## config.mk

```make
export PLATFORM = sky130hd
export DESIGN_NAME = tkcc_top
export DESIGN_NICKNAME = d
export VERILOG_FILES = /design/src/inc/tkcc_pkg.sv /design/src/hdl/tkcc_top.sv
export VERILOG_INCLUDE_DIRS = /design/src /design/src/inc
export SDC_FILE = /design/constraint.sdc
export NUM_CORES = 1
export LEC_CHECK = 0
export ABC_AREA = 1
export BUFFER_PORTS_ARGS = -buffer_cell sky130_fd_sc_hd__buf_2
export CORE_MARGIN = 2
export CORE_UTILIZATION = 31
export CTS_BUF_LIST = sky130_fd_sc_hd__clkbuf_4 sky130_fd_sc_hd__clkbuf_8
export CTS_CLUSTER_DIAMETER = 80
export DETAILED_ROUTE_END_ITERATION = 10
export PLACE_DENSITY_LB_ADDON = 0.12
export SLEW_MARGIN = 10
export SYNTH_ARGS = -nofsm -noshare
export SYNTH_HDL_FRONTEND = slang
export SYNTH_SLANG_ARGS = --single-unit
```

## constraint.sdc

```tcl
create_clock -name sys_clk -period 10.3 [get_ports sys_clk]
set_clock_uncertainty 0.2 [all_clocks]
set_input_delay 2.06 -clock sys_clk [delete_from_list [all_inputs] [get_ports sys_clk]]
set_output_delay 2.06 -clock sys_clk [all_outputs]
set_load 0.05 [all_outputs]
```

## src/inc/tkcc_regs.svh

```systemverilog
// Register offsets, field positions and reset values of the touch key counter block
`ifndef TKCC_REGS_SVH
`define TKCC_REGS_SVH

// Global registers
`define TKCC_GLOB_CTRL      8'h00
`define TKCC_SLOT_PRELOAD   8'h01
`define TKCC_FN_CNT_LOW     8'h02
`define TKCC_FN_CNT_HIGH    8'h03
`define TKCC_IRQ_STATUS     8'h04
`define TKCC_IRQ_MASK       8'h05

// Module n registers sit at (n + 1) * 16 plus these sub-offsets
`define TKCC_MOD_STRIDE     8'h10
`define TKCC_CF_CNT_LOW     4'h0
`define TKCC_CF_CNT_HIGH    4'h1
`define TKCC_REF_CAP_LOW    4'h2
`define TKCC_REF_CAP_HIGH   4'h3
`define TKCC_CTRL_A         4'h4
`define TKCC_CTRL_B         4'h5

// Global control fields
`define TKCC_START_BIT      5
`define TKCC_FN_SEL_LSB     0

// Module control a fields
`define TKCC_MUX_LSB        6
`define TKCC_DOUBLE_BIT     5
`define TKCC_FILTER_BIT     4
`define TKCC_HOP_SRC_BIT    3
`define TKCC_HOP_SEL_LSB    0

// Module control b fields
`define TKCC_SLOT_SRC_BIT   7
`define TKCC_REF_EN_BIT     5
`define TKCC_KEY_EN_BIT     4
`define TKCC_CTRL_B_MASK    8'hbf

// Interrupt status bits
`define TKCC_ST_SLOT_OVF    0
`define TKCC_ST_CF_OVF      1
`define TKCC_ST_FN_OVF      2

// Reset values and timing counts
`define TKCC_RST_BYTE       8'h00
`define TKCC_UNIT_LAST      5'h1f
`define TKCC_SLOT_LAST      8'hff
`define TKCC_SYS_DIV_LAST   2'h3

`endif

```

## src/inc/tkcc_pkg.sv

```systemverilog
// Types shared by the touch key counter block
package tkcc_pkg;

    // Number of modules and keys per module
    localparam int MODS = 3;
    localparam int KEYS = 4;

    // Whole state of the block, registered as one word
    typedef struct packed {
        logic [1:0]            fn_sel;     // Function counter clock division
        logic                  start;      // Detection start control
        logic [7:0]            preload;    // Slot counter preload
        logic [15:0]           fn_cnt;     // Shared function counter
        logic [2:0]            fn_div;     // System clock prescaler
        logic [2:0]            status;     // Sticky interrupt status
        logic [2:0]            mask;       // Interrupt mask
        logic                  running;    // Detection in progress
        logic [7:0]            rdata;      // Read data register
        logic [2:0][15:0]      cf;         // Module C/F counters
        logic [2:0][9:0]       ref_cap;    // Reference capacitor codes
        logic [2:0][7:0]       ctrl_a;     // Module control a
        logic [2:0][7:0]       ctrl_b;     // Module control b
        logic [2:0][4:0]       unit;       // Slot unit period counters
        logic [2:0][7:0]       slot;       // Slot counters
        logic [2:0]            mrun;       // Module slot still running
        logic [2:0]            kprev;      // Previous selected key level
        logic [2:0]            rprev;      // Previous reference level
        logic [2:0][1:0]       sdiv;       // System clock by four dividers
        logic [2:0][2:0]       hop;        // Hardware hop sequence
    } tkcc_state_s;

endpackage : tkcc_pkg

```

## src/hdl/tkcc_top.sv

```systemverilog
// Touch key counter control: module counters, function counter, slot timing, registers
`timescale 1ns/1ns
`include "tkcc_regs.svh"
// How it works
// - Function counter freezes at slot overflow, read-only
// - Module counters freeze at slot overflow, read-only
// - Clearing start zeroes all count pairs
// - Function counter counts over slot interval
// - Ten-bit reference capacitor code per module
// - Mux select picks key one to four
// - Doubling bit doubles key oscillator rate
// - Filter bit enables module filter
// - Hop source one means hardware hopping
// - Three-bit hop select, active with software control
// - Reference oscillator enable bit per module
// - Slot clock from reference or sys/4
// - Key oscillator enable needed to count
// - Start rising edge switches everything on
// - Slot overflow stops oscillators, sets flag
module tkcc_top (
    input  wire logic        sys_clk,         // System clock, 125 MHz
    input  wire logic        sys_rst,         // Asynchronous reset, active high
    input  wire logic        clk_en,          // Freezes all state when low
    input  wire logic [7:0]  reg_addr,        // Register byte address
    input  wire logic [7:0]  reg_wdata,       // Write data
    input  wire logic        reg_wr,          // Write strobe
    input  wire logic        reg_rd,          // Read strobe
    output logic      [7:0]  reg_rdata,       // Read data, cycle after strobe
    input  wire logic [11:0] key_osc,         // Key oscillator outputs, 4 per module
    input  wire logic [2:0]  ref_osc,         // Reference oscillator outputs
    output logic      [2:0]  ref_osc_run,     // Reference oscillator on
    output logic      [2:0]  key_osc_run,     // Key oscillator on
    output logic      [11:0] key_select,      // One-hot selected key per module
    output logic      [11:0] key_touch_pin,   // Pin given to touch sensing
    output logic      [2:0]  freq_double,     // Key oscillator doubling
    output logic      [2:0]  filter_on,       // Module filter enable
    output logic      [2:0]  hop_by_hw,       // Hardware hopping active
    output logic      [8:0]  hop_code,        // Hop frequency code, 3 per module
    output logic      [29:0] ref_cap_code,    // Capacitor code, 10 per module
    output logic             slot_overflow_flag, // Slot overflow status
    output logic             irq              // Level interrupt
);

    // Current and next state
    tkcc_pkg::tkcc_state_s st_r;
    tkcc_pkg::tkcc_state_s st_nxt;

    // Decode helpers
    logic       glob_hit;                     // Address in global space
    logic [1:0] mod_idx;                      // Addressed module
    logic       mod_hit;                      // Address in a module space
    logic [3:0] sub;                          // Module sub-offset

    always_comb
    begin
        glob_hit = (reg_addr[7:4] == 4'h0);
        mod_idx  = 2'(reg_addr[5:4] - 2'h1);
        mod_hit  = (reg_addr[7:6] == 2'h0) && (reg_addr[5:4] != 2'h0);
        sub      = reg_addr[3:0];
    end

    // Next state: bus, counters, slot timing, flags
    always_comb
    begin
        logic [2:0] set_st;                   // Events this cycle
        logic [2:0] fn_msk;                   // Prescaler compare mask
        logic       fn_tick;                  // Function counter step
        logic       start_rise;               // Start went low to high
        logic       ksel;                     // Selected key level
        logic       kedge;                    // Key count event
        logic       stick;                    // Slot clock tick
        logic [7:0] rd;                       // Read mux
        logic [3:0] kidx;                     // Selected key index
        set_st     = 3'h0;
        fn_msk     = 3'h0;
        fn_tick    = 1'b0;
        start_rise = 1'b0;
        ksel       = 1'b0;
        kedge      = 1'b0;
        stick      = 1'b0;
        rd         = `TKCC_RST_BYTE;
        kidx       = 4'h0;
        st_nxt     = st_r;

        // Register writes; counter bytes have no write path
        if (reg_wr && glob_hit)
        begin
            unique case (reg_addr)
                `TKCC_GLOB_CTRL:
                begin
                    st_nxt.start  = reg_wdata[`TKCC_START_BIT];
                    st_nxt.fn_sel = reg_wdata[`TKCC_FN_SEL_LSB +: 2];
                end
                `TKCC_SLOT_PRELOAD: st_nxt.preload = reg_wdata;
                `TKCC_IRQ_MASK:     st_nxt.mask    = reg_wdata[2:0];
                default:            ;         // Counter and status: no store
            endcase
        end
        if (reg_wr && mod_hit)
        begin
            unique case (sub)
                `TKCC_REF_CAP_LOW:  st_nxt.ref_cap[mod_idx][7:0] = reg_wdata;
                `TKCC_REF_CAP_HIGH: st_nxt.ref_cap[mod_idx][9:8] = reg_wdata[1:0];
                `TKCC_CTRL_A:       st_nxt.ctrl_a[mod_idx] = reg_wdata;
                `TKCC_CTRL_B:       st_nxt.ctrl_b[mod_idx] = reg_wdata & `TKCC_CTRL_B_MASK;
                default:            ;         // Count bytes are read only
            endcase
        end

        // Start edge against the value already held
        start_rise = st_nxt.start && !st_r.start;

        // Function counter prescaler: sys, /2, /4, /8
        st_nxt.fn_div = 3'(st_r.fn_div + 3'h1);
        fn_msk        = 3'((4'h1 << st_r.fn_sel) - 4'h1);
        fn_tick       = ((st_r.fn_div & fn_msk) == fn_msk);

        if (!st_nxt.start)
        begin
            // Stopped: counts are cleared, slot counters kept
            st_nxt.running = 1'b0;
            st_nxt.fn_cnt  = 16'h0000;
        end
        else if (start_rise)
        begin
            // Everything switched on from a clean count
            st_nxt.running = 1'b1;
            st_nxt.fn_cnt  = 16'h0000;
        end
        else if (st_r.running && fn_tick)
        begin
            // Counts over the same slot interval as the modules
            st_nxt.fn_cnt = 16'(st_r.fn_cnt + 16'h0001);
            if (st_r.fn_cnt == 16'hffff)
                set_st[`TKCC_ST_FN_OVF] = 1'b1;
        end

        // Per-module counting and slot timing
        for (int m = 0; m < tkcc_pkg::MODS; m++)
        begin
            kidx  = 4'(m * 4) + 4'(st_r.ctrl_a[m][`TKCC_MUX_LSB +: 2]);
            ksel  = key_osc[kidx];
            st_nxt.kprev[m] = ksel;
            st_nxt.rprev[m] = ref_osc[m];
            // Doubling counts both edges of the key clock
            kedge = st_r.ctrl_a[m][`TKCC_DOUBLE_BIT] ? (ksel != st_r.kprev[m])
                                                      : (ksel && !st_r.kprev[m]);
            // Slot clock: reference oscillator or system clock by four
            st_nxt.sdiv[m] = 2'(st_r.sdiv[m] + 2'h1);
            stick = st_r.ctrl_b[m][`TKCC_SLOT_SRC_BIT]
                    ? (st_r.sdiv[m] == `TKCC_SYS_DIV_LAST)
                    : (ref_osc[m] && !st_r.rprev[m] && st_r.ctrl_b[m][`TKCC_REF_EN_BIT]);
            if (!st_nxt.start)
            begin
                st_nxt.cf[m]   = 16'h0000;
                st_nxt.unit[m] = 5'h00;
                st_nxt.mrun[m] = 1'b0;
            end
            else if (start_rise)
            begin
                st_nxt.cf[m]   = 16'h0000;
                st_nxt.unit[m] = 5'h00;
                st_nxt.slot[m] = st_r.preload;
                st_nxt.mrun[m] = 1'b1;
                st_nxt.sdiv[m] = 2'h0;
            end
            else if (st_r.mrun[m])
            begin
                // Key count needs the key oscillator enabled
                if (kedge && st_r.ctrl_b[m][`TKCC_KEY_EN_BIT])
                begin
                    st_nxt.cf[m] = 16'(st_r.cf[m] + 16'h0001);
                    if (st_r.cf[m] == 16'hffff)
                        set_st[`TKCC_ST_CF_OVF] = 1'b1;
                end
                if (stick)
                begin
                    st_nxt.unit[m] = 5'(st_r.unit[m] + 5'h01);
                    if (st_r.unit[m] == `TKCC_UNIT_LAST)
                    begin
                        // Hardware hopping steps once per unit period
                        st_nxt.hop[m]  = 3'(st_r.hop[m] + 3'h3);
                        st_nxt.slot[m] = 8'(st_r.slot[m] + 8'h01);
                        if (st_r.slot[m] == `TKCC_SLOT_LAST)
                            st_nxt.mrun[m] = 1'b0; // Slot counter wraps to zero and stops
                    end
                end
            end
        end

        // Whole detection ends once every module slot has overflowed
        if (st_r.running && st_nxt.start && !start_rise && (st_nxt.mrun == 3'h0))
        begin
            st_nxt.running = 1'b0;            // Function count frozen
            set_st[`TKCC_ST_SLOT_OVF] = 1'b1;
        end

        // Sticky status: set beats a same-cycle write-one clear
        st_nxt.status = st_r.status;
        if (reg_wr && (reg_addr == `TKCC_IRQ_STATUS))
            st_nxt.status = st_r.status & ~reg_wdata[2:0];
        st_nxt.status = st_nxt.status | set_st;

        // Read mux, data stands one cycle only
        if (glob_hit)
        begin
            unique case (reg_addr)
                `TKCC_GLOB_CTRL:    rd = {2'h0, st_r.start, 3'h0, st_r.fn_sel};
                `TKCC_SLOT_PRELOAD: rd = st_r.preload;
                `TKCC_FN_CNT_LOW:   rd = st_r.fn_cnt[7:0];
                `TKCC_FN_CNT_HIGH:  rd = st_r.fn_cnt[15:8];
                `TKCC_IRQ_STATUS:   rd = {5'h00, st_r.status};
                `TKCC_IRQ_MASK:     rd = {5'h00, st_r.mask};
                default:            rd = `TKCC_RST_BYTE;     // Unmapped reads zero
            endcase
        end
        else if (mod_hit)
        begin
            unique case (sub)
                `TKCC_CF_CNT_LOW:   rd = st_r.cf[mod_idx][7:0];
                `TKCC_CF_CNT_HIGH:  rd = st_r.cf[mod_idx][15:8];
                `TKCC_REF_CAP_LOW:  rd = st_r.ref_cap[mod_idx][7:0];
                `TKCC_REF_CAP_HIGH: rd = {6'h00, st_r.ref_cap[mod_idx][9:8]};
                `TKCC_CTRL_A:       rd = st_r.ctrl_a[mod_idx];
                `TKCC_CTRL_B:       rd = st_r.ctrl_b[mod_idx];
                default:            rd = `TKCC_RST_BYTE;
            endcase
        end
        st_nxt.rdata = reg_rd ? rd : `TKCC_RST_BYTE;
    end

    // State register; clock enable freezes everything
    always_ff @(posedge sys_clk or posedge sys_rst)
    begin
        if (sys_rst)
            st_r <= '0;
        else if (clk_en)
            st_r <= st_nxt;
    end

    // Oscillator and pin controls; oscillators stop when the module slot ends
    always_comb
    begin
        for (int m = 0; m < tkcc_pkg::MODS; m++)
        begin
            ref_osc_run[m] = st_r.ctrl_b[m][`TKCC_REF_EN_BIT] && st_r.mrun[m];
            key_osc_run[m] = st_r.ctrl_b[m][`TKCC_KEY_EN_BIT] && st_r.mrun[m];
            key_select[m*4 +: 4]    = 4'(4'h1 << st_r.ctrl_a[m][`TKCC_MUX_LSB +: 2]);
            key_touch_pin[m*4 +: 4] = st_r.ctrl_b[m][3:0];
            freq_double[m] = st_r.ctrl_a[m][`TKCC_DOUBLE_BIT];
            filter_on[m]   = st_r.ctrl_a[m][`TKCC_FILTER_BIT];
            hop_by_hw[m]   = st_r.ctrl_a[m][`TKCC_HOP_SRC_BIT];
            // Software select is ignored while hardware owns hopping
            hop_code[m*3 +: 3] = hop_by_hw[m] ? st_r.hop[m]
                                              : st_r.ctrl_a[m][`TKCC_HOP_SEL_LSB +: 3];
            ref_cap_code[m*10 +: 10] = st_r.ref_cap[m];
        end
    end

    // Bus and interrupt outputs
    assign reg_rdata          = st_r.rdata;
    assign slot_overflow_flag = st_r.status[`TKCC_ST_SLOT_OVF];
    assign irq                = |(st_r.status & st_r.mask);

endmodule : tkcc_top

```

**Word-level counts from Yosys, hierarchy flattened**

Cells that the tools add are included.

- Word-level logic and storage cells: 312
- Output and inout port bits: 88
- Bits in registers: 234
- Input port bits: 36

- Reduce and logical (&&, ||, !) cells: 73
- Mux-type cells: 129
- Bitwise logic cells: 6
- Equality and inequality tests: 38
- Order comparisons: 5
- Add/subtract/negate cells: 21
- Shift operators: 4

Operators by type and width:

| cell | number |
|---|---|
| 16-bit two-way mux | 16 |
| 8-bit two-way mux | 20 |
| 8-bit one-hot mux with 6 select lines | 2 |
| 16-bit by 1-bit adder with 16-bit output (second input constant) | 4 |
| 16-bit equality test (second input constant) | 4 |
| 30-bit bitwise mux | 2 |
| 5-bit two-way mux | 12 |
| 30-bit one-hot mux with 2 select lines | 1 |
| 1-bit two-way mux | 51 |
| 24-bit bitwise mux | 2 |
| 10-bit demux with 2-bit select | 2 |
| 3-bit AND reduction | 12 |
| 16-bit binary-select mux with 2-bit select | 1 |
| 8-bit binary-select mux with 2-bit select | 2 |
| 1-bit logical AND | 28 |
| 8-bit by 1-bit adder with 8-bit output (second input constant) | 3 |
| 8-bit equality test (second input constant) | 3 |
| 3-bit by 1-bit != test with 1-bit output (second input constant) | 8 |
| 2-bit nonzero test | 11 |
| 10-bit binary-select mux with 2-bit select | 1 |
| 10-bit two-way mux | 2 |
| 6-bit AND reduction | 3 |
| 8-bit demux with 2-bit select | 1 |
| 8-bit by 2-bit equality test with 1-bit output (second input constant) | 2 |
| 41 further kinds | 83 |

**Logic depth before layout (Yosys ltp)**

- Word-level depth: 20
- Mapped depth: 17
- Mapped depth without buffers: 13

**Worst setup path after synthesis**

OpenSTA, ideal clock, no wires.

- Path type: input-to-reg
- From: input reg_addr[4]
- To: register st_r (netlist bit reg_rdata[2])
- Path buffers: 4
- Setup slack: 6.090 ns
- Setup time: 0.117 ns
- Arrival time: 3.893 ns
- Required time: 9.983 ns
- Cell stages on the path: 14
- Cells stage by stage: buf_2 > clkinv_1 > buf_2 > ha_1 > clkbuf_1 > inv_1 > clkbuf_1 > a21oi_1 > o21ai_0 > nand2_1 > o21ai_0 > nand2_1 > nand2_1 > nand2_1

- Cells in the longest elaborated chain, start to end: 7
- Elaborated cells on any way between the ends: 23
- Those cells by class: 1 x add/sub; 5 x eq/ne; 13 x mux; 4 x reduce/logical

Ends and longest elaborated chain:

| item | RTL line | source |
|---|---|---|
| start, declared | tkcc_top.sv:24 | `input wire logic [7:0] reg_addr,` |
| 2-bit by 1-bit subtractor with 2-bit output | tkcc_top.sv:57 | `mod_idx = 2'(reg_addr[5:4] - 2'h1);` |
| 8-bit binary-select mux with 2-bit select, or another cell as far along | tkcc_top.sv:225 | `` `TKCC_CTRL_B: rd = st_r.ctrl_b[mod_idx]; `` |
| 8-bit two-way mux (implied by the code), or another cell as far along | tkcc_top.sv:225 |  |
| 8-bit one-hot mux with 6 select lines | tkcc_top.sv:219 | `unique case (sub)` |
| 8-bit two-way mux | tkcc_top.sv:217 | `else if (mod_hit)` |
| 8-bit two-way mux * | tkcc_top.sv:205 | `if (glob_hit)` |
| 8-bit two-way mux (no source line) * | -- |  |
| end signal, assigned | tkcc_top.sv:238 | `st_r <= st_nxt;` |
| end, declared | tkcc_top.sv:45 | `tkcc_pkg::tkcc_state_s st_r;` |

Mark *: on every way between the ends. The rest lies on a longest branch, timed or not. The select of a mux whose other input is x is not followed.
A chain may end at the register's enable or synchronous reset.

**Worst setup path in the final report**

- From: input reg_addr[4]
- To: register st_r[25] (netlist bit)

- Cells in the longest elaborated chain, start to end: 6
- Elaborated cells on any way between the ends: 11
- Those cells by class: 3 x mux; 8 x reduce/logical

Ends and longest elaborated chain:

| item | RTL line | source |
|---|---|---|
| 8-bit zero test or 4-bit zero test (tied branches) | tkcc_top.sv:88, tkcc_top.sv:56 |  |
| 1-bit two-way mux or 1-bit logical AND (tied branches) | tkcc_top.sv:88, tkcc_top.sv:86 |  |
| 9-bit two-way mux * | tkcc_top.sv:86 | `if (reg_wr && glob_hit)` |
| 1-bit logical AND | tkcc_top.sv:111 | `start_rise = st_nxt.start && !st_r.start;` |
| 2-bit nonzero test (no source line) | -- |  |
| 5-bit AND reduction (no source line) | -- |  |

Mark *: on every way between the ends. The rest lies on a longest branch, timed or not.

==> impl_metrics.csv <==
group,metric,value,unit
global_routing,track_usage,21.41,%
sta,timing.fmax,0.1934,GHz
route,dr_total_vias,12756,
place,gp_congestion,0.8958,
floorplanning,ios,124,
synth,ys_seq_elements,231,
floorplanning,die_area,46510,um2
cells_and_area,layout.nets,2056,
synth,seq_area_frac_synth,41.62,%
route,drt_wl_total,49.07,mm
clocking,ctsHoldBuffers,0,
clocking,root_buffer,"clkbuf_8",
floorplanning,start_util,31.41,%
route,route.detailed.drc,0,
synth,synth.area.top_cells,"dfrtp_1, nand2_1, o21ai_0",
power,p_sw_share,32.10,%
synth,synthMostInstantiatedCell,"nand2_1",
global_routing,grt_pass1_vias,12444,
cells_and_area,antenna_cells,0,
setup_path,crit_fanout,37,
setup_path,cp.arrival,5520,ps
power,p_clk_share,41.2,%
cells_and_area,syn2layout_area_growth,11.77,%
synth,synth_top_area_share,41.62,%
sta,rsz0062_at_grt,"no",
route,wire_per_inst,18.77,um
setup_path,critical_path.most_common_cell,"nand2_1",
route,first_pass_iters,8,
synth,syn-cell-area,13890,um2
global_routing,grt_overflow_total,0,
global_routing,antenna_found_initial,1,
synth,synth-edff-count,0,
place,dp_cells,2538,
setup_path,r2r_slack,7130,ps
job,drv_cap,0,
route,ant_nets,0,
power,fin_total_pwr,2.510,mW
synth,synth_nets,2004,
clocking,clock_sinks,231,
synth,synthCells,1941,
route,dr.first_iter.drc_count,969,
place,portBuffers,123,
synth,syn_avg_cell_area,7.155,um2
cells_and_area,design_area,15520,um2
min_path,hp-class,"reg -> reg",
synth,synth_warnings,0,
floorplanning,core-area,44220,um2
setup_path,cpPeakStageDelay,530,ps
cells_and_area,final_cells,2614,
floorplanning,num_rows,77,
global_routing,grt_max_degree,114,
sta,timing.final.crit_share,50.19,%
synth,synth-main-ff-cell,"dfrtp_1",
route,viasPerCell,4.880,
sta,finalSetupTns,0,ps
sta,slew_headroom,18.53,%
sta,tightestPinTransition,1218,ps
setup_path,critPathLaunchType,"primary input",
setup_path,path_cells,"buf_4 > clkinv_1 > buf_4 > ha_1 > nand3_1 > nor3_1 > nor2_2 > buf_4 > nand2_2 > inv_2 > nand2_1 > nand2_1 > nand2_1 > nand2_1",
synth,synth_cell_types,41,
clocking,post_cts_buffers,0,
setup_path,crit_type,"in -> reg",
cells_and_area,drive_gt1_share,12.07,%
cells_and_area,multiInputGateArea,6686,um2
cells_and_area,seq_area,5781,um2
clocking,cts_resized,0,
sta,slew_violations,0,
global_routing,grt_pass1_wl,76.61,mm
floorplanning,die_h,215.7,um
setup_path,required,10650,ps
clocking,cts_tree,"done",
power,sequentialPowerShare,42.8,%
sta,setup_viol,0,
clocking,numCtsBuffers,45,
sta,timing.final.hold_violations,0,
synth,async_flop_share,100.0,%
place,postPlaceCellArea,14550,um2
power,vdd_drop_max,83.79,uV
synth,synthTopCellsByCount,"nand2_1, dfrtp_1, o21ai_0",
clocking,h-tree-depth,2,
run_status,status,"finished clean",
cells_and_area,nFillCells,4723,
power,power_density,161.7,nW/um2
power,p_comb_share,16.0,%
setup_path,slowest_stage,"clkinv_1",
floorplanning,die_w,215.7,um
power,leakage,7.558,nW
synth,synthDominantAreaCellType,"dfrtp_1",
setup_path,cp-end-kind,"register",
clocking,path_clk_slew,60,ps
power,power.internal,1.704,mW
place,place_hpwl,35.61,mm
clocking,clkLatencyLatePin,620,ps
power,p_switching,805.6,uW
sta,final.min_clock_period,5170,ps
clocking,cts_buffer_depth,3,
## power by group through the flow
stage               Sequential (mW)  Clock, mW  Combinational (mW)
floorplan                      1.06          0               0.312
global placement               1.09          0               0.402
detailed placement             1.09          0               0.407
CTS                            1.07       1.06               0.408
global route                   1.09       1.10               0.460
finish                         1.07       1.03               0.402
## final timing paths
kind | start | end | cells past startpoint
setup reg to reg | st_r[110] | st_r[175] | 10
setup / recovery | reg_addr[4] | st_r[25] | 14
max in group asynchronous | sys_rst | st_r[215] | 3
hold / removal | st_r[6] | st_r[6] | 1
hold reg to reg | st_r[6] | st_r[6] | 1
min in group asynchronous | sys_rst | st_r[143] | 2
## registers in the layout, summed over array words and instances (netlist names)
name	flops
key_touch_pin	12
hop_by_hw	3
st_r	171
ref_cap_code	30
filter_on	3
freq_double	3
slot_overflow_flag	1
reg_rdata	8
## layout by cell type, fill, tap and decap left out, types with 3 or more instances in the layout
cell type and n:
a21oi_1 42, a22oi_1 5, buf_2 122, buf_4 13, clkbuf_4 14, clkbuf_8 58
clkinv_1 3, dfrtp_1 231, ha_1 27, inv_1 158, inv_2 4, nand2_1 665
nand2_2 5, nand2_4 4, nand3_1 155, nand4_1 25, nor2_1 132, nor2_2 5
nor2_4 3, nor3_1 49, nor4_1 5, o21a_1 3, o21ai_0 180, o21ai_1 25
o21ai_2 4, o22ai_1 4, o31ai_1 6, or2_2 3, xor2_1 52
## kinds of logic (layout without fill, tap and decap cells)
kind of cell    count (synthesis)  after routing  synth area share, %
xor+xnor                       53             53                3.342
mux                             1              1              0.08108
fa+ha+maj                      27             27                2.432
buf+inv                       296            377                10.23
simple gates                 1058           1058                31.75
compound gates                275            275                10.54
flops                         231            231                41.62
## final cells by class
| type | count | share of cell area (%) |
|---|---|---|
| multi-input combinational | 1414 | 43.07 |
| timing repair buffer | 135 | 4.562 |
| sequential | 231 | 37.24 |
| inverter | 166 | 4.062 |
| tap | 592 | 4.772 |
| clock inverter | 4 | 0.4755 |
| clock buffer | 72 | 5.819 |
## worst max-delay path, delay by kind of cell
kind          cells  cell delay (ps)
simple gates      8             1250
buf+inv           5             1920
fa+ha+maj         1              240
## stage by stage
stage | hold WS [ps] | worst slack (ps) | util [%]
finish | 272.1 | 5130 | 35.10
CTS | 272.1 | 5182 | 35.10
global route | 291.2 | 4832 | 35.10
detailed placement | 257.5 | 4538 | 32.89
global placement | 257.7 | 4584 | 32.89
floorplan | 241.6 | 1707 | -
## layer usage
metal | track usage [%] | share of wire (%) | up-vias
met5 | 0 | 0.033 | -
met4 | 7.080 | 2.4 | 2
met3 | 3.383 | 5.0 | 75
met2 | 34.18 | 46 | 345
met1 | 29.57 | 47 | 6037
li1 | - | - | 6297
Power figures use the tool's default switching activity.
